$ cat src/rtl/adcab_regs.svh
`ifndef ADCAB_REGS_SVH
`define ADCAB_REGS_SVH

// register byte offsets
`define ADCAB_MAIN_CONFIG_OFS  8'h00
`define ADCAB_MAIN_STATUS_OFS  8'h04
`define ADCAB_FLAGS_OFS        8'h08
`define ADCAB_NORMAL_MASK_OFS  8'h0c
`define ADCAB_INJ_MASK_OFS     8'h10
`define ADCAB_DATA_OFS         8'h14

// main_config_reg fields
`define ADCAB_CFG_NRM_START    0
`define ADCAB_CFG_INJ_START    1
`define ADCAB_CFG_CHAN_ABORT   2
`define ADCAB_CFG_CHAIN_ABORT  3

// main_status_reg fields
`define ADCAB_STA_NRM_RUN      0
`define ADCAB_STA_INJ_RUN      1
`define ADCAB_STA_CTU_STALL    2
`define ADCAB_STA_CHAN_LSB     4

// flag register fields, write one to clear
`define ADCAB_FLG_NRM_END      0
`define ADCAB_FLG_INJ_END      1
`define ADCAB_FLG_CHAN_END     2

// reset values
`define ADCAB_NMASK_RST        8'h00
`define ADCAB_IMASK_RST        8'h00

// sizes
`define ADCAB_NCH              8
`define ADCAB_SAMPLE_W         12

// axi responses
`define ADCAB_RESP_OKAY        2'b00
`define ADCAB_RESP_SLVERR      2'b10

// timing
`define ADCAB_CLK_HZ           10000000
`define ADCAB_CONV_NS          1000
`define ADCAB_CONV_CYC \
  ((`ADCAB_CONV_NS * (`ADCAB_CLK_HZ / 1000000) + 999) / 1000)

`endif

$ cat src/rtl/adcab_pkg.sv
package adcab_pkg;

  typedef enum logic [1:0] {ST_IDLE, ST_SCAN, ST_CONV} adcab_st_t;

  typedef struct packed {
    adcab_st_t   st;
    logic        is_inj;
    logic        is_ctu;
    logic [3:0]  idx;
    logic [3:0]  ctu_ch;
    logic        nrm_pend;
    logic        inj_pend;
    logic        abt_ch;
    logic        abt_chain;
    logic        flg_nrm;
    logic        flg_inj;
    logic        flg_ch;
    logic        ctu_hung;
    logic        ctu_ack;
    logic [7:0]  nmask;
    logic [7:0]  imask;
    logic [11:0] data;
    logic        aw_got;
    logic        w_got;
    logic [7:0]  awaddr;
    logic [7:0]  wdata;
    logic        wstb0;
    logic        awready;
    logic        wready;
    logic        bvalid;
    logic [1:0]  bresp;
    logic        arready;
    logic        rvalid;
    logic [1:0]  rresp;
    logic [31:0] rdata;
  } adcab_state_t;

  typedef struct packed {
    logic        busy;
    logic        done;
    logic [7:0]  cnt;
    logic [11:0] result;
  } adcab_cv_state_t;

endpackage

$ cat src/rtl/adcab_cv_if.sv
`timescale 1ns/1ps
`default_nettype none
interface adcab_cv_if;
  logic        start;
  logic        abort;
  logic [3:0]  chan;
  logic        done;
  logic [11:0] result;

  modport seq (output start, output abort, output chan,
               input done, input result);
  modport cvt (input start, input abort, input chan,
               output done, output result);
endinterface
`default_nettype wire

$ cat src/rtl/adcab_conv.sv
`timescale 1ns/1ps
`default_nettype none
`include "adcab_regs.svh"
module adcab_conv
  import adcab_pkg::*;
#(
  parameter int CONV_CYCLES = `ADCAB_CONV_CYC
) (
  input  wire logic        aclk,
  input  wire logic        aresetn,
  input  wire logic [11:0] conv_sample,
  adcab_cv_if.cvt          cv
);

  adcab_cv_state_t s_q;
  adcab_cv_state_t s_d;

  always_comb begin
    s_d      = s_q;
    s_d.done = 1'b0;
    // abort drops the sample, no done pulse follows
    if (cv.abort) begin
      s_d.busy = 1'b0;
    end else if (cv.start) begin
      s_d.busy = 1'b1;
      s_d.cnt  = 8'(CONV_CYCLES - 1);
    end else if (s_q.busy) begin
      if (s_q.cnt == 8'h00) begin
        s_d.busy   = 1'b0;
        s_d.done   = 1'b1;
        s_d.result = conv_sample;
      end else begin
        s_d.cnt = s_q.cnt - 8'h01;
      end
    end
  end

  always_ff @(posedge aclk) begin
    if (!aresetn) begin
      s_q <= '0;
    end else begin
      s_q <= s_d;
    end
  end

  assign cv.done   = s_q.done;
  assign cv.result = s_q.result;

endmodule
`default_nettype wire

$ cat src/rtl/adcab_top.sv
// The address map and register access over AXI4-Lite were chosen for this implementation.
`timescale 1ns/1ps
`default_nettype none
`include "adcab_regs.svh"
module adcab_top
  import adcab_pkg::*;
(
  input  wire logic        aclk,
  input  wire logic        aresetn,
  input  wire logic        awvalid,
  output logic             awready,
  input  wire logic [7:0]  awaddr,
  input  wire logic        wvalid,
  output logic             wready,
  input  wire logic [31:0] wdata,
  input  wire logic [3:0]  wstrb,
  output logic             bvalid,
  input  wire logic        bready,
  output logic [1:0]       bresp,
  input  wire logic        arvalid,
  output logic             arready,
  input  wire logic [7:0]  araddr,
  output logic             rvalid,
  input  wire logic        rready,
  output logic [31:0]      rdata,
  output logic [1:0]       rresp,
  input  wire logic        ctu_req,
  input  wire logic [3:0]  ctu_chan,
  output logic             ctu_ack,
  input  wire logic [11:0] conv_sample
);

  adcab_state_t s;
  adcab_state_t n;
  adcab_cv_if   cv ();

  logic       wr_fire;
  logic       wr_cfg;
  logic       take_ctu;
  logic       take_inj;
  logic       take_nrm;
  logic       sel_hit;
  logic       cv_start;
  logic       cv_abort;
  logic [7:0] mask;

  adcab_conv u_conv (
    .aclk        (aclk),
    .aresetn     (aresetn),
    .conv_sample (conv_sample),
    .cv          (cv)
  );

  assign cv.start = cv_start;
  assign cv.abort = cv_abort;
  assign cv.chan  = s.idx;

  always_comb begin
    n        = s;
    n.ctu_ack = 1'b0;
    cv_start = 1'b0;
    cv_abort = 1'b0;
    wr_fire  = s.aw_got && s.w_got && !s.bvalid;
    wr_cfg   = wr_fire && s.wstb0 && (s.awaddr == `ADCAB_MAIN_CONFIG_OFS);
    // trigger unit wins over software starts
    take_ctu = (s.st == ST_IDLE) && ctu_req && !s.ctu_hung && !s.ctu_ack;
    take_inj = (s.st == ST_IDLE) && !take_ctu && s.inj_pend;
    take_nrm = (s.st == ST_IDLE) && !take_ctu && !take_inj && s.nrm_pend;
    mask     = s.is_inj ? s.imask : s.nmask;
    sel_hit  = s.is_ctu ? (s.idx == s.ctu_ch) : mask[s.idx[2:0]];

    // flag clear first so a same-cycle hardware set wins
    if (wr_fire && s.wstb0 && (s.awaddr == `ADCAB_FLAGS_OFS)) begin
      if (s.wdata[`ADCAB_FLG_NRM_END]) n.flg_nrm = 1'b0;
      if (s.wdata[`ADCAB_FLG_INJ_END]) n.flg_inj = 1'b0;
      if (s.wdata[`ADCAB_FLG_CHAN_END]) n.flg_ch = 1'b0;
    end

    case (s.st)
      ST_IDLE: begin
        if (take_ctu || take_inj || take_nrm) begin
          n.is_ctu = take_ctu;
          n.is_inj = take_ctu || take_inj;
          n.ctu_ch = ctu_chan;
          n.idx    = 4'h0;
          if (take_inj) n.inj_pend = 1'b0;
          if (take_nrm) n.nrm_pend = 1'b0;
          if ((take_ctu || take_inj) && s.abt_chain) begin
            n.st = ST_IDLE;
            if (take_ctu) n.ctu_hung = 1'b1;
          end else begin
            n.st = ST_SCAN;
            if (s.abt_ch) n.abt_ch = 1'b0;
          end
        end
      end
      ST_SCAN: begin
        if (s.abt_chain) begin
          n.abt_chain = 1'b0;
          n.st        = ST_IDLE;
          if (s.is_inj) n.flg_inj = 1'b1;
          else n.flg_nrm = 1'b1;
          if (s.is_ctu) n.ctu_ack = 1'b1;
        end else if (s.idx == 4'(`ADCAB_NCH)) begin
          n.st = ST_IDLE;
          if (s.is_inj) n.flg_inj = 1'b1;
          else n.flg_nrm = 1'b1;
          if (s.is_ctu) n.ctu_ack = 1'b1;
        end else if (sel_hit) begin
          cv_start = 1'b1;
          n.st     = ST_CONV;
        end else begin
          n.idx = s.idx + 4'h1;
        end
      end
      ST_CONV: begin
        if (s.abt_chain) begin
          cv_abort    = 1'b1;
          n.abt_chain = 1'b0;
          n.st        = ST_IDLE;
          if (s.is_inj) n.flg_inj = 1'b1;
          else n.flg_nrm = 1'b1;
          if (s.is_ctu) n.ctu_ack = 1'b1;
        end else if (s.abt_ch) begin
          cv_abort = 1'b1;
          n.abt_ch = 1'b0;
          n.idx    = s.idx + 4'h1;
          n.st     = ST_SCAN;
        end else if (cv.done) begin
          n.data   = cv.result;
          n.flg_ch = 1'b1;
          n.idx    = s.idx + 4'h1;
          n.st     = ST_SCAN;
        end
      end
      default: begin
        n.st = ST_IDLE;
      end
    endcase

    // software sets after hardware clears; writing zero cancels nothing
    if (wr_cfg) begin
      if (s.wdata[`ADCAB_CFG_NRM_START]) n.nrm_pend = 1'b1;
      if (s.wdata[`ADCAB_CFG_INJ_START]) n.inj_pend = 1'b1;
      if (s.wdata[`ADCAB_CFG_CHAN_ABORT]) n.abt_ch = 1'b1;
      if (s.wdata[`ADCAB_CFG_CHAIN_ABORT]) n.abt_chain = 1'b1;
    end
    if (wr_fire && s.wstb0 && (s.awaddr == `ADCAB_NORMAL_MASK_OFS)) begin
      n.nmask = s.wdata;
    end
    if (wr_fire && s.wstb0 && (s.awaddr == `ADCAB_INJ_MASK_OFS)) begin
      n.imask = s.wdata;
    end

    // write channels taken independently, answered when both held
    if (awvalid && s.awready) begin
      n.aw_got = 1'b1;
      n.awaddr = awaddr;
    end
    if (wvalid && s.wready) begin
      n.w_got = 1'b1;
      n.wdata = wdata[7:0];
      n.wstb0 = wstrb[0];
    end
    if (wr_fire) begin
      n.aw_got = 1'b0;
      n.w_got  = 1'b0;
      n.bvalid = 1'b1;
      n.bresp  = (s.awaddr[1:0] == 2'b00 && s.awaddr <= `ADCAB_DATA_OFS)
               ? `ADCAB_RESP_OKAY : `ADCAB_RESP_SLVERR;
    end
    if (s.bvalid && bready) begin
      n.bvalid = 1'b0;
    end
    n.awready = !n.aw_got && !n.bvalid;
    n.wready  = !n.w_got && !n.bvalid;

    // reads answer one cycle after the address is taken
    if (arvalid && s.arready) begin
      n.arready = 1'b0;
      n.rvalid  = 1'b1;
      n.rresp   = `ADCAB_RESP_OKAY;
      n.rdata   = 32'h0000_0000;
      case (araddr)
        `ADCAB_MAIN_CONFIG_OFS: begin
          n.rdata[`ADCAB_CFG_NRM_START]   = s.nrm_pend;
          n.rdata[`ADCAB_CFG_INJ_START]   = s.inj_pend;
          n.rdata[`ADCAB_CFG_CHAN_ABORT]  = s.abt_ch;
          n.rdata[`ADCAB_CFG_CHAIN_ABORT] = s.abt_chain;
        end
        `ADCAB_MAIN_STATUS_OFS: begin
          n.rdata[`ADCAB_STA_NRM_RUN]   = (s.st != ST_IDLE) && !s.is_inj;
          n.rdata[`ADCAB_STA_INJ_RUN]   = (s.st != ST_IDLE) && s.is_inj;
          n.rdata[`ADCAB_STA_CTU_STALL] = s.ctu_hung;
          n.rdata[`ADCAB_STA_CHAN_LSB +: 4] = s.idx;
        end
        `ADCAB_FLAGS_OFS: begin
          n.rdata[`ADCAB_FLG_NRM_END]  = s.flg_nrm;
          n.rdata[`ADCAB_FLG_INJ_END]  = s.flg_inj;
          n.rdata[`ADCAB_FLG_CHAN_END] = s.flg_ch;
        end
        `ADCAB_NORMAL_MASK_OFS: n.rdata[7:0] = s.nmask;
        `ADCAB_INJ_MASK_OFS:    n.rdata[7:0] = s.imask;
        `ADCAB_DATA_OFS:        n.rdata[11:0] = s.data;
        default:                n.rresp = `ADCAB_RESP_SLVERR;
      endcase
    end
    if (s.rvalid && rready) begin
      n.rvalid  = 1'b0;
      n.arready = 1'b1;
    end
  end

  always_ff @(posedge aclk) begin
    if (!aresetn) begin
      s         <= '0;
      s.nmask   <= `ADCAB_NMASK_RST;
      s.imask   <= `ADCAB_IMASK_RST;
      s.arready <= 1'b1;
    end else begin
      s <= n;
    end
  end

  assign awready = s.awready;
  assign wready  = s.wready;
  assign bvalid  = s.bvalid;
  assign bresp   = s.bresp;
  assign arready = s.arready;
  assign rvalid  = s.rvalid;
  assign rdata   = s.rdata;
  assign rresp   = s.rresp;
  assign ctu_ack = s.ctu_ack;

  // injected start with chain abort pending
  inj_pre_abort_a: assert property (
    @(posedge aclk) disable iff (!aresetn)
    (take_inj && s.abt_chain) |=>
      (s.st == ST_IDLE) && s.abt_chain && !$rose(s.flg_inj))
    else $error("injected chain not silently aborted");

  ctu_no_ack_a: assert property (
    @(posedge aclk) disable iff (!aresetn)
    (take_ctu && s.abt_chain) |=> (s.ctu_hung && !s.ctu_ack) [*8])
    else $error("aborted trigger conversion was acknowledged");

  ctu_hang_hold_a: assert property (
    @(posedge aclk) disable iff (!aresetn)
    s.ctu_hung |=> s.ctu_hung && !s.ctu_ack)
    else $error("trigger unit stall released before reset");

  stale_chan_clr_a: assert property (
    @(posedge aclk) disable iff (!aresetn)
    ((take_nrm || take_inj) && !s.abt_chain && s.abt_ch &&
     !(wr_cfg && s.wdata[`ADCAB_CFG_CHAN_ABORT])) |=>
      !s.abt_ch && (s.st == ST_SCAN) && (s.idx == 4'h0))
    else $error("pre-set channel abort not dropped at start");

  chain_abort_end_a: assert property (
    @(posedge aclk) disable iff (!aresetn)
    ((s.st != ST_IDLE) && s.abt_chain &&
     !(wr_cfg && s.wdata[`ADCAB_CFG_CHAIN_ABORT])) |=>
      (s.st == ST_IDLE) && !s.abt_chain && (s.flg_inj || s.flg_nrm))
    else $error("running chain abort mishandled");

  chan_abort_skip_a: assert property (
    @(posedge aclk) disable iff (!aresetn)
    ((s.st == ST_CONV) && s.abt_ch && !s.abt_chain) |=>
      (s.st == ST_SCAN) && (s.idx == $past(s.idx) + 4'h1))
    else $error("channel abort did not move to next channel");

  ack_pulse_a: assert property (
    @(posedge aclk) disable iff (!aresetn)
    s.ctu_ack |=> !s.ctu_ack && ($past(s.st) == ST_IDLE))
    else $error("trigger acknowledge longer than one cycle");

  bresp_hold_a: assert property (
    @(posedge aclk) disable iff (!aresetn)
    (s.bvalid && !bready) |=> s.bvalid && $stable(s.bresp))
    else $error("write response dropped before taken");

  rdata_hold_a: assert property (
    @(posedge aclk) disable iff (!aresetn)
    (s.rvalid && !rready) |=> s.rvalid && $stable(s.rdata))
    else $error("read data changed before taken");

endmodule
`default_nettype wire

$ cat config.mk
export PLATFORM = sky130hd
export DESIGN_NAME = adcab_top
export DESIGN_NICKNAME = d
export VERILOG_FILES = /design/src/rtl/adcab_pkg.sv /design/src/rtl/adcab_cv_if.sv /design/src/rtl/adcab_conv.sv /design/src/rtl/adcab_top.sv
export VERILOG_INCLUDE_DIRS = /design/src /design/src/rtl
export SDC_FILE = /design/constraint.sdc
export NUM_CORES = 1
export LEC_CHECK = 0
export ABC_CLOCK_PERIOD_IN_PS = 3020
export BUFFER_PORTS_ARGS = -buffer_cell sky130_fd_sc_hd__buf_2
export CELL_PAD_IN_SITES_DETAIL_PLACEMENT = 1
export CELL_PAD_IN_SITES_GLOBAL_PLACEMENT = 1
export CORE_MARGIN = 1
export CORE_UTILIZATION = 35
export CTS_BUF_LIST = sky130_fd_sc_hd__clkbuf_8
export CTS_CLUSTER_DIAMETER = 50
export DETAILED_ROUTE_END_ITERATION = 6
export GPL_TIMING_DRIVEN = 0
export PLACE_DENSITY_LB_ADDON = 0.1
export SETUP_SLACK_MARGIN = 0.15
export SYNTH_ARGS = -nofsm -noshare
export SYNTH_HDL_FRONTEND = slang
export SYNTH_SLANG_ARGS = --single-unit
$ cat constraint.sdc
create_clock -name aclk -period 3.02 [get_ports aclk]
set_input_delay 0.906 -clock aclk [delete_from_list [all_inputs] [get_ports aclk]]
set_output_delay 0.906 -clock aclk [all_outputs]
set_load 0.01 [all_outputs]
==> flow_metrics.py, run 1 <==
metrics = {
    "grt": {
        "grt_start_max_net_pins": 19,
        "grt_pass1_wl_mm": 24.8,
        "vias_in_the_first_global_route": 4822,
        "grt_overflow": 0,
        "globalRouteTotalUtil": 0.201,
        "antenna_violations_before_repair": 0,
    },
    "sta": {
        "report.final.slew_viol_count": 0,
        "setup_violators_final": 0,
        "timing.final.crit_period_ps": 2740,
        "layout_worst_path_cycle_share": 0.906,
        "rsz0062_at_grt": "no",
        "clock_skew_ps": 14.4,
        "max-slew-margin-rel": 0.437,
        "fin_hold_ws_ps": 458,
        "postLayoutSetupSlackWorst_ps": 283,
        "timing.fmax_ghz": 0.365,
        "worst_pin_slew_ps": 836,
        "setup-tns-final_ps": 0,
        "timing.final.hold_violations": 0,
    },
    "finish": {
        "fin_cells": 929,
        "utilization": 0.422,
        "number_of_fill_cells": 1820,
        "most_frequent_standard_cell_in_the_layout_excluding_fill_and_tap_cells": "sky130_fd_sc_hd__nand2_1",
        "area_growth_pct": 17.2,
        "most-common-layout-cells": "116 x sky130_fd_sc_hd__nand2_1, 109 x sky130_fd_sc_hd__dfxtp_1, 72 x sky130_fd_sc_hd__a21oi_1",
        "finalNetCount": 824,
        "drive_gt1_frac": 0.203,
        "sequential_cell_area_um2": 2180,
        "diodes": 0,
        "area_of_combinational_cells_with_multiple_inputs_um2": 2720,
        "stdcell_area_um2": 6160,
    },
    "setup_path": {
        "worst_r2r_path_depth": 8,
        "endpoint_of_the_most_critical_register_to_register_path": "u_conv.s_q[13]",
        "worstSetupPathType": "flop to flop",
        "crit_chain": "buf_2, nand2b_1, a211oi_1, nor3_1, o31a_1, buf_6, or4b_1, a21oi_1",
        "r2r_setup_slack_ps": 280,
        "cp_slowest_cell": "sky130_fd_sc_hd__a211oi_1",
        "critPathCaptureType": "flop",
        "top_cell_family_by_delay_on_the_critical_path": "compound AO/OA/AOI/OAI gates",
        "cp_num_buf_inv": 2,
        "critical_path.max_stage_delay_ps": 550,
        "timing.critical_path.required_ps": 3330,
        "path_depth": 8,
        "critical_path_peak_fanout": 10,
        "startpoint": "cv.chan[0]",
        "worst_r2r_startpoint": "cv.chan[0]",
        "cp-endpoint": "u_conv.s_q[13]",
        "timing.critical_path.from_type": "flop",
        "worstPathArrival_ps": 3040,
    },
    "route": {
        "dr.first_iter.drc_count": 168,
        "drt-total-wl_mm": 15.2,
        "drc": 0,
        "detail_route.wirelength.met1_mm": 7.34,
        "topRoutingLayerUsed": "met4",
        "first_pass_iters": 4,
        "detailroute.wirelength.met3_um": 560,
        "routedWlPerCell_um": 16.4,
        "routed-wl-met2_mm": 6.99,
        "vias": 4715,
        "detail-route-antenna-nets": 0,
        "vias_per_cell": 5.08,
    },
    "cts": {
        "h-tree-depth": 3,
        "numCtsBuffers": 9,
        "cts.clk_slew.worst_paths_ps": 110,
        "max-clock-path-buffers": 2,
        "cts.sink_count": 109,
        "clkLatencyLatePin_ps": 390,
        "cts_tree": "done",
        "root_buffer": "sky130_fd_sc_hd__clkbuf_8",
    },
    "placement": {
        "placedInstanceArea_um2": 5890,
        "buffer_ports.inserted": 66,
        "finalWeightedCongestion": 0.859,
        "dp.final_hpwl_mm": 11.8,
        "placedCellCount": 912,
        "minimum_setup_slack_after_placement_ps": 52.1,
    },
    "power": {
        "pwr_density_cell_nw_per_um2": 461,
        "leakage_nw": 2.41,
        "max-vdd-ir-drop_mv": 0.206,
        "design_power_total_mw": 2.84,
    },
    "logic_synthesis": {
        "ys_seq_area_frac": 0.415,
        "synth-edff-count": 0,
        "synth_seq_cells": 109,
        "yosys_top_cell_area_share": 0.415,
        "syn_inst": 641,
        "synth_async_sr_flop_share": 0,
        "synth_area_per_cell_um2": 8.19,
        "netlist.top_cell.by_area": "sky130_fd_sc_hd__dfxtp_1",
        "synth.yosys.warnings": 0,
        "synth.area.top_cells": "sky130_fd_sc_hd__dfxtp_1 42%, sky130_fd_sc_hd__nand2_1 8.3%, sky130_fd_sc_hd__a21oi_1 6.9%, sky130_fd_sc_hd__buf_4 5.4%, sky130_fd_sc_hd__mux2i_1 4.0%",
        "synth_top_flop_cell": "sky130_fd_sc_hd__dfxtp_1",
        "post_synth_instance_area_um2": 5250,
        "ys_types": 59,
    },
    "floorplanning": {
        "floorplan.die.width_um": 125,
        "die_area_um2": 15500,
        "die_h_um": 125,
        "count_of_pins_on_the_block_boundary": 118,
        "floorplan.initialDensity": 0.360,
        "fp.coreArea_um2": 14600,
        "row_count": 44,
    },
    "run_status": {
        "outcome": "finished clean",
    },
    "worst_hold_path": {
        "hp-class": "flop to flop",
        "timing.hold.worst.start": "s[58]",
    },
    "flow_run": {
        "cap_viol_max_count": 0,
    },
}
routing by layer:
metal,vias up,track usage
li1,2367,-
met1,2239,0.260
met2,91,0.333
met3,18,0.0314
met4,0,0.0801
met5,-,0
worst min path at each step:
stage / end / slack (ps) / depth (start not counted)
after floorplan: wready / 420 / 1
after global placement: wready / 440 / 1
after detailed placement: wready / 450 / 1
after CTS: rdata[8] / 460 / 2
after global routing: wready / 470 / 1
final: wready / 460 / 1
registers in the layout, indices dropped and copies added, names as in the netlist, 4 cells and up:
name	count
cv.chan	4
rdata	12
s	63
u_conv.cv.result	12
u_conv.s_q	9
synth_stat cells, drive strengths merged, types with 3 or more instances:
cell	instances
nand2	116
dfxtp	109
a21oi	72
nor2	52
buf	46
clkbuf	24
o21ai	23
nand3	22
mux2i	21
inv	13
nor3	13
a22oi	11
mux2	9
ha	8
and2	7
nor2b	7
nand2b	6
a21o	5
nor4	5
nor4b	5
a211oi	4
a221o	4
and3	4
nand3b	4
nor3b	4
xor2	4
a31oi	3
o22ai	3
o32ai	3
or2	3
or3	3
or4	3
cell type report:
type                    count  share of cell area
multi-input cells         470               0.442
inverters                  13             0.00793
well taps                 184              0.0374
clock inverters             5             0.00996
plain buffers              70              0.0691
repair buffers             67              0.0549
clock buffers              11              0.0246
flip-flops and latches    109               0.354
repair_timing:
action,in CTS,in global routing
resized for setup,2,5
buffers inserted,0,1
setup endpoints to repair,4,14
pin swaps,0,2
hold buffers,0,0
worst reg2reg max path, stage by stage, from the launching register on:
cell                       delay [ps]
sky130_fd_sc_hd__dfxtp_1          350
sky130_fd_sc_hd__buf_2            270
sky130_fd_sc_hd__nand2b_1         140
sky130_fd_sc_hd__a211oi_1         550
sky130_fd_sc_hd__nor3_1           230
sky130_fd_sc_hd__o31a_1           350
sky130_fd_sc_hd__buf_6            160
sky130_fd_sc_hd__or4b_1           470
sky130_fd_sc_hd__a21oi_1          150
power breakdown:
group / internal, mW / leakage (nW) / switching [mW]
clock: 0.437 / 0.111 / 0.521
sequential: 1.47 / 0.884 / 0.0336
combinational: 0.147 / 1.41 / 0.222
total: 2.06 / 2.41 / 0.776
cell families after synthesis:
kind of cell | after synthesis | synth area share
buffers and inverters | 83 | 0.0903
AND/OR/NAND/NOR | 259 | 0.233
multiplexers | 32 | 0.0679
adder cells (fa/ha/maj) | 8 | 0.0191
other | 1 | 0.000714
AO/OA/AOI/OAI | 143 | 0.163
XOR/XNOR | 6 | 0.0100
flip-flops | 109 | 0.415
Note: power is estimated with default switching activity, not from simulation.
==> run 2: changes to the inputs <==
--- a/config.mk
+++ b/config.mk
@@ -15,7 +15,6 @@
 export CTS_BUF_LIST = sky130_fd_sc_hd__clkbuf_8
 export CTS_CLUSTER_DIAMETER = 50
 export DETAILED_ROUTE_END_ITERATION = 6
-export GPL_TIMING_DRIVEN = 0
 export PLACE_DENSITY_LB_ADDON = 0.1
 export SETUP_SLACK_MARGIN = 0.15
 export SYNTH_ARGS = -nofsm -noshare
==> run 2 against run 1 <==
  * Fmax grew 2.9%
  * Register-to-register slack gained 80 ps
  * Critical endpoint unchanged
  * Final area is 5.9% lower
  * Critical path depth up 1
  * First-iteration DRC count up 17%
  * Sequential cell count unchanged
  * Setup slack better by 78 ps
  * Clock skew is 1.4 ps higher
  * Die area is the same
  * Clock power decreased by 7.4%
==> flow_metrics.py, run 2 (synthesized netlist as in run 1, its figures left out) <==
metrics = {
    "setup_path": {
        "worstSetupPathType": "flop to flop",
        "critical_path.max_stage_delay_ps": 520,
        "timing.critical_path.from_type": "flop",
        "endpoint_of_the_most_critical_register_to_register_path": "u_conv.s_q[13]",
        "cp-endpoint": "u_conv.s_q[13]",
        "worst_r2r_startpoint": "s[107]",
        "timing.critical_path.required_ps": 3340,
        "cp_slowest_cell": "sky130_fd_sc_hd__or4b_1",
        "worst_r2r_path_depth": 9,
        "r2r_setup_slack_ps": 360,
        "crit_chain": "inv_1, ha_1, o21ai_0, nand4b_1, nor4b_1, buf_4, nor4_2, or4b_1, a21oi_1",
        "startpoint": "s[107]",
        "critPathCaptureType": "flop",
        "critical_path_peak_fanout": 7,
        "worstPathArrival_ps": 2980,
    },
    "sta": {
        "clock_skew_ps": 15.8,
        "timing.fmax_ghz": 0.376,
        "setup_violators_final": 0,
        "setup-tns-final_ps": 0,
        "worst_pin_slew_ps": 761,
        "timing.final.hold_violations": 0,
        "rsz0062_at_grt": "no",
        "report.final.slew_viol_count": 0,
        "max-slew-margin-rel": 0.491,
        "layout_worst_path_cycle_share": 0.880,
        "timing.final.crit_period_ps": 2660,
    },
    "placement": {
        "placedCellCount": 859,
        "finalWeightedCongestion": 0.800,
        "buffer_ports.inserted": 68,
        "dp.final_hpwl_mm": 10.7,
    },
    "run_status": {
        "outcome": "finished clean",
    },
    "cts": {
        "root_buffer": "sky130_fd_sc_hd__clkbuf_8",
        "hold_buffers": 0,
        "cts_repair_resize_count": 0,
        "cts_tree": "done",
        "clkLatencyLatePin_ps": 390,
        "max-clock-path-buffers": 2,
        "numCtsBuffers": 9,
        "cts.sink_count": 109,
        "h-tree-depth": 3,
        "cts.clk_slew.worst_paths_ps": 110,
        "postCtsSetupRepairBufs": 0,
    },
    "route": {
        "routedWlPerCell_um": 16.0,
        "vias_per_cell": 5.12,
        "drc": 0,
        "detail-route-antenna-nets": 0,
        "first_pass_iters": 4,
        "dr.first_iter.drc_count": 197,
        "vias": 4477,
        "drt-total-wl_mm": 14.0,
    },
    "power": {
        "pwr_density_cell_nw_per_um2": 469,
        "design_power_total_mw": 2.72,
        "leakage_nw": 2.20,
        "max-vdd-ir-drop_mv": 0.174,
    },
    "finish": {
        "fin_cells": 875,
        "number_of_fill_cells": 1824,
        "most-common-layout-cells": "116 x sky130_fd_sc_hd__nand2_1, 109 x sky130_fd_sc_hd__dfxtp_1, 72 x sky130_fd_sc_hd__a21oi_1",
        "area_of_combinational_cells_with_multiple_inputs_um2": 2680,
        "area_growth_pct": 10.3,
        "sequential_cell_area_um2": 2180,
        "flip_flop_count_of_the_largest_register_all_copies_and_words_added": 63,
        "diodes": 0,
        "drive_gt1_frac": 0.174,
        "max_flop_register": "s",
        "most_frequent_standard_cell_in_the_layout_excluding_fill_and_tap_cells": "sky130_fd_sc_hd__nand2_1",
        "finalNetCount": 770,
    },
    "floorplanning": {
        "floorplan.initialDensity": 0.360,
        "floorplan.die.width_um": 125,
        "die_area_um2": 15500,
        "fp.coreArea_um2": 14600,
        "row_count": 44,
        "die_h_um": 125,
        "count_of_pins_on_the_block_boundary": 118,
    },
    "grt": {
        "antenna_violations_before_repair": 0,
        "vias_in_the_first_global_route": 4496,
        "grt_pass1_wl_mm": 23.3,
        "grt_start_max_net_pins": 70,
        "grt_overflow": 0,
        "globalRouteTotalUtil": 0.189,
    },
    "worst_hold_path": {
        "hp-class": "flop to flop",
        "timing.hold.worst.start": "rdata[8]",
    },
    "flow_run": {
        "cap_viol_max_count": 0,
    },
}
==> run 2: layout make-up <==
class / instances / share of cell area
Inverter: 13 / 0.00842
Clock inverter: 5 / 0.00691
Tap cell: 184 / 0.0397
Multi-Input combinational cell: 470 / 0.462
Clock buffer: 11 / 0.0261
Timing Repair Buffer: 83 / 0.0803
Sequential cell: 109 / 0.377
==> run 2: worst min-delay path by stage <==
| stage | end | slack (ps) | depth (start not counted) |
|---|---|---|---|
| floorplan | wready | 420 | 1 |
| global placement | rdata[8] | 440 | 2 |
| detailed placement | rdata[8] | 440 | 2 |
| CTS | rdata[8] | 460 | 2 |
| global route | rdata[8] | 470 | 2 |
| finish | rdata[8] | 450 | 2 |
==> run 2: critical path: cells and delay by family, from the launching register on <==
family,cells,cell delay (ps)
compound gates,2,380
fa+ha+maj,1,270
buf+inv,2,270
flops,1,410
simple gates,4,1250
==> run 2: report_power, final <==
group	internal, mW	switching [mW]
combinational	0.120	0.198
clock	0.355	0.532
sequential	1.47	0.0349
total	1.95	0.765
==> run 2: through the flow <==
step / util / instance area (um^2) / setup WS, ps / hold WS, ps
after floorplan: - / 5330 / 408 / 422
after global placement: 0.384 / 5600 / 268 / 440
after detailed placement: 0.384 / 5600 / 234 / 444
after CTS: 0.397 / 5790 / 332 / 460
after global routing: 0.397 / 5790 / 160 / 474
final: 0.397 / 5790 / 361 / 454
==> run 2: layer usage <==
layer,vias to the layer above,GRT usage,part of all wire
met1,2134,0.256,0.49
met5,-,0,0
met3,11,0.0288,0.034
met2,81,0.303,0.46
met4,0,0.0680,0.013
li1,2251,-,-
==> run 3: changes to the inputs <==
--- a/config.mk
+++ b/config.mk
@@ -6,7 +6,7 @@
 export SDC_FILE = /design/constraint.sdc
 export NUM_CORES = 1
 export LEC_CHECK = 0
-export ABC_CLOCK_PERIOD_IN_PS = 3020
+export ABC_CLOCK_PERIOD_IN_PS = 2400
 export BUFFER_PORTS_ARGS = -buffer_cell sky130_fd_sc_hd__buf_2
 export CELL_PAD_IN_SITES_DETAIL_PLACEMENT = 1
 export CELL_PAD_IN_SITES_GLOBAL_PLACEMENT = 1
==> constraint.sdc (replaced) <==
create_clock -name aclk -period 2.4 [get_ports aclk]
set_input_delay 0.72 -clock aclk [delete_from_list [all_inputs] [get_ports aclk]]
set_output_delay 0.72 -clock aclk [all_outputs]
set_load 0.01 [all_outputs]
==> run 3 against run 2 <==
  * Clock-buffer cell count down 1
  * Setup slack worse by 240 ps
  * Critical path depth shrank 3
  * Global-route usage up 0.22 points
  * Combinational power is 58% higher
  * Final area rose by 9.0%
  * Cell count up 3.8%
  * Critical path type unchanged
  * Largest power group unchanged
==> flow_metrics.py, run 3 (synthesized netlist as in run 1, its figures left out) <==
metrics = {
    "cts": {
        "numCtsBuffers": 9,
        "cts.clk_slew.worst_paths_ps": 110,
        "root_buffer": "sky130_fd_sc_hd__clkbuf_8",
        "h-tree-depth": 3,
        "cts.sink_count": 109,
        "cts_tree": "done",
        "max-clock-path-buffers": 2,
        "clkLatencyLatePin_ps": 390,
    },
    "sta": {
        "layout_worst_path_cycle_share": 0.950,
        "timing.final.crit_period_ps": 2280,
        "timing.fmax_ghz": 0.439,
        "report.final.slew_viol_count": 0,
        "fin_hold_ws_ps": 453,
        "worst_pin_slew_ps": 550,
        "timing.final.hold_violations": 0,
        "clock_skew_ps": 13.1,
        "setup-tns-final_ps": 0,
        "setup_violators_final": 0,
        "max-slew-margin-rel": 0.631,
        "rsz0062_at_grt": "yes",
    },
    "placement": {
        "dp.final_hpwl_mm": 11.1,
        "placedInstanceArea_um2": 5850,
        "finalWeightedCongestion": 0.836,
        "buffer_ports.inserted": 68,
        "placedCellCount": 889,
    },
    "route": {
        "drt-total-wl_mm": 14.8,
        "drc": 0,
        "first_pass_iters": 4,
        "routedWlPerCell_um": 16.3,
        "detail-route-antenna-nets": 0,
        "vias_per_cell": 5.14,
        "vias": 4664,
        "dr.first_iter.drc_count": 184,
    },
    "finish": {
        "number_of_fill_cells": 1766,
        "max_flop_register": "s",
        "finalNetCount": 804,
        "most-common-layout-cells": "116 x sky130_fd_sc_hd__nand2_1, 104 x sky130_fd_sc_hd__dfxtp_1, 69 x sky130_fd_sc_hd__a21oi_1",
        "drive_gt1_frac": 0.262,
        "stdcell_area_um2": 6310,
        "diodes": 0,
        "fin_cells": 908,
        "flip_flop_count_of_the_largest_register_all_copies_and_words_added": 63,
        "most_frequent_standard_cell_in_the_layout_excluding_fill_and_tap_cells": "sky130_fd_sc_hd__nand2_1",
        "area_growth_pct": 20.2,
    },
    "grt": {
        "antenna_violations_before_repair": 0,
        "grt_overflow": 0,
        "grt_pass1_wl_mm": 23.8,
        "grt_start_max_net_pins": 38,
        "globalRouteTotalUtil": 0.191,
        "vias_in_the_first_global_route": 4655,
    },
    "run_status": {
        "outcome": "finished clean",
    },
    "setup_path": {
        "critPathCaptureType": "flop",
        "worstSetupPathType": "flop to flop",
        "timing.critical_path.from_type": "flop",
        "timing.critical_path.required_ps": 2680,
        "critical_path_peak_fanout": 8,
        "worstPathArrival_ps": 2560,
    },
    "floorplanning": {
        "floorplan.die.width_um": 125,
        "count_of_pins_on_the_block_boundary": 118,
        "die_area_um2": 15500,
        "die_h_um": 125,
        "fp.coreArea_um2": 14600,
        "row_count": 44,
        "floorplan.initialDensity": 0.360,
    },
    "power": {
        "design_power_total_mw": 3.60,
        "leakage_nw": 2.43,
        "sequentialPowerShare": 0.527,
        "switching_component_of_the_power_mw": 1.01,
        "max-vdd-ir-drop_mv": 0.232,
        "power_frac_clock": 0.333,
        "power.internal_mw": 2.59,
        "switching_share": 0.281,
        "pwr_density_cell_nw_per_um2": 570,
        "combinational_share_of_power": 0.140,
    },
    "flow_run": {
        "cap_viol_max_count": 0,
    },
    "worst_hold_path": {
        "hp-class": "flop to flop",
    },
}
[run 3: cell types whose count changed in the layout (fill, tap and decap cells not counted), sizes merged]
cell      delta
buf         +34
bufinv       +1
clkbuf       -1
clkinv       -1
clkinvlp     +1
inv          -1
[run 3: area by class of cell]
class | instances | area, um^2 | area share
Clock buffer | 10 | 138 | 0.0218
Clock inverter | 5 | 66.3 | 0.0105
Inverter | 13 | 51.3 | 0.00813
Multi-Input combinational cell | 470 | 2900 | 0.459
Sequential cell | 109 | 2190 | 0.347
Tap cell | 184 | 230 | 0.0365
Timing Repair Buffer | 117 | 734 | 0.116
[run 3: per-stage QoR]
stage	util	setup WS [ps]
6_report	0.433	120
5_1_grt	0.433	4.51
4_1_cts	0.421	88.8
3_5_place_dp	0.401	-181
3_3_place_gp	0.401	-92.7
2_1_floorplan	-	113
[run 3: worst paths after layout]
check	to	from	slack [ps]	cells past startpoint
max reg2reg	s[72]	s[56]	120	6
min reg2reg	rdata[5]	rdata[5]	450	2
min	rdata[5]	rdata[5]	450	2
max	s[72]	s[56]	120	6
[run 3: power groups by stage]
stage	clock (mW)	combinational, mW	sequential (mW)
after detailed placement	0	0.446	1.94
after global routing	1.29	0.557	1.91
after floorplan	0	0.311	1.93
final	1.20	0.503	1.90
after global placement	0	0.434	1.94
after CTS	1.23	0.475	1.90
[run 3: worst max-delay path, cell delays in order, from the launching register on]
cell	delay, ps
sky130_fd_sc_hd__dfxtp_2	340
sky130_fd_sc_hd__or4_4	530
sky130_fd_sc_hd__or4b_4	560
sky130_fd_sc_hd__nor4b_2	220
sky130_fd_sc_hd__buf_4	250
sky130_fd_sc_hd__mux2i_1	200
sky130_fd_sc_hd__nor2_1	60
[run 3: repair_timing]
action | CTS | global route
resized for setup | 20 | 37
cloned | 0 | 1
buffers inserted | 1 | 2
hold buffers | 0 | 0
pin swaps | 6 | 19
endpoints found under the setup margin | 40 | 44
[run 3: per-layer routing]
metal / global-route usage / vias to the layer above / routed length (um) / part of all wire
met1: 0.258 / 2254 / 7300 / 0.49
met4: 0.0574 / 0 / 177 / 0.012
met2: 0.316 / 76 / 6900 / 0.47
met3: 0.0279 / 11 / 397 / 0.027
met5: 0 / - / 0 / 0
li1: - / 2323 / - / -
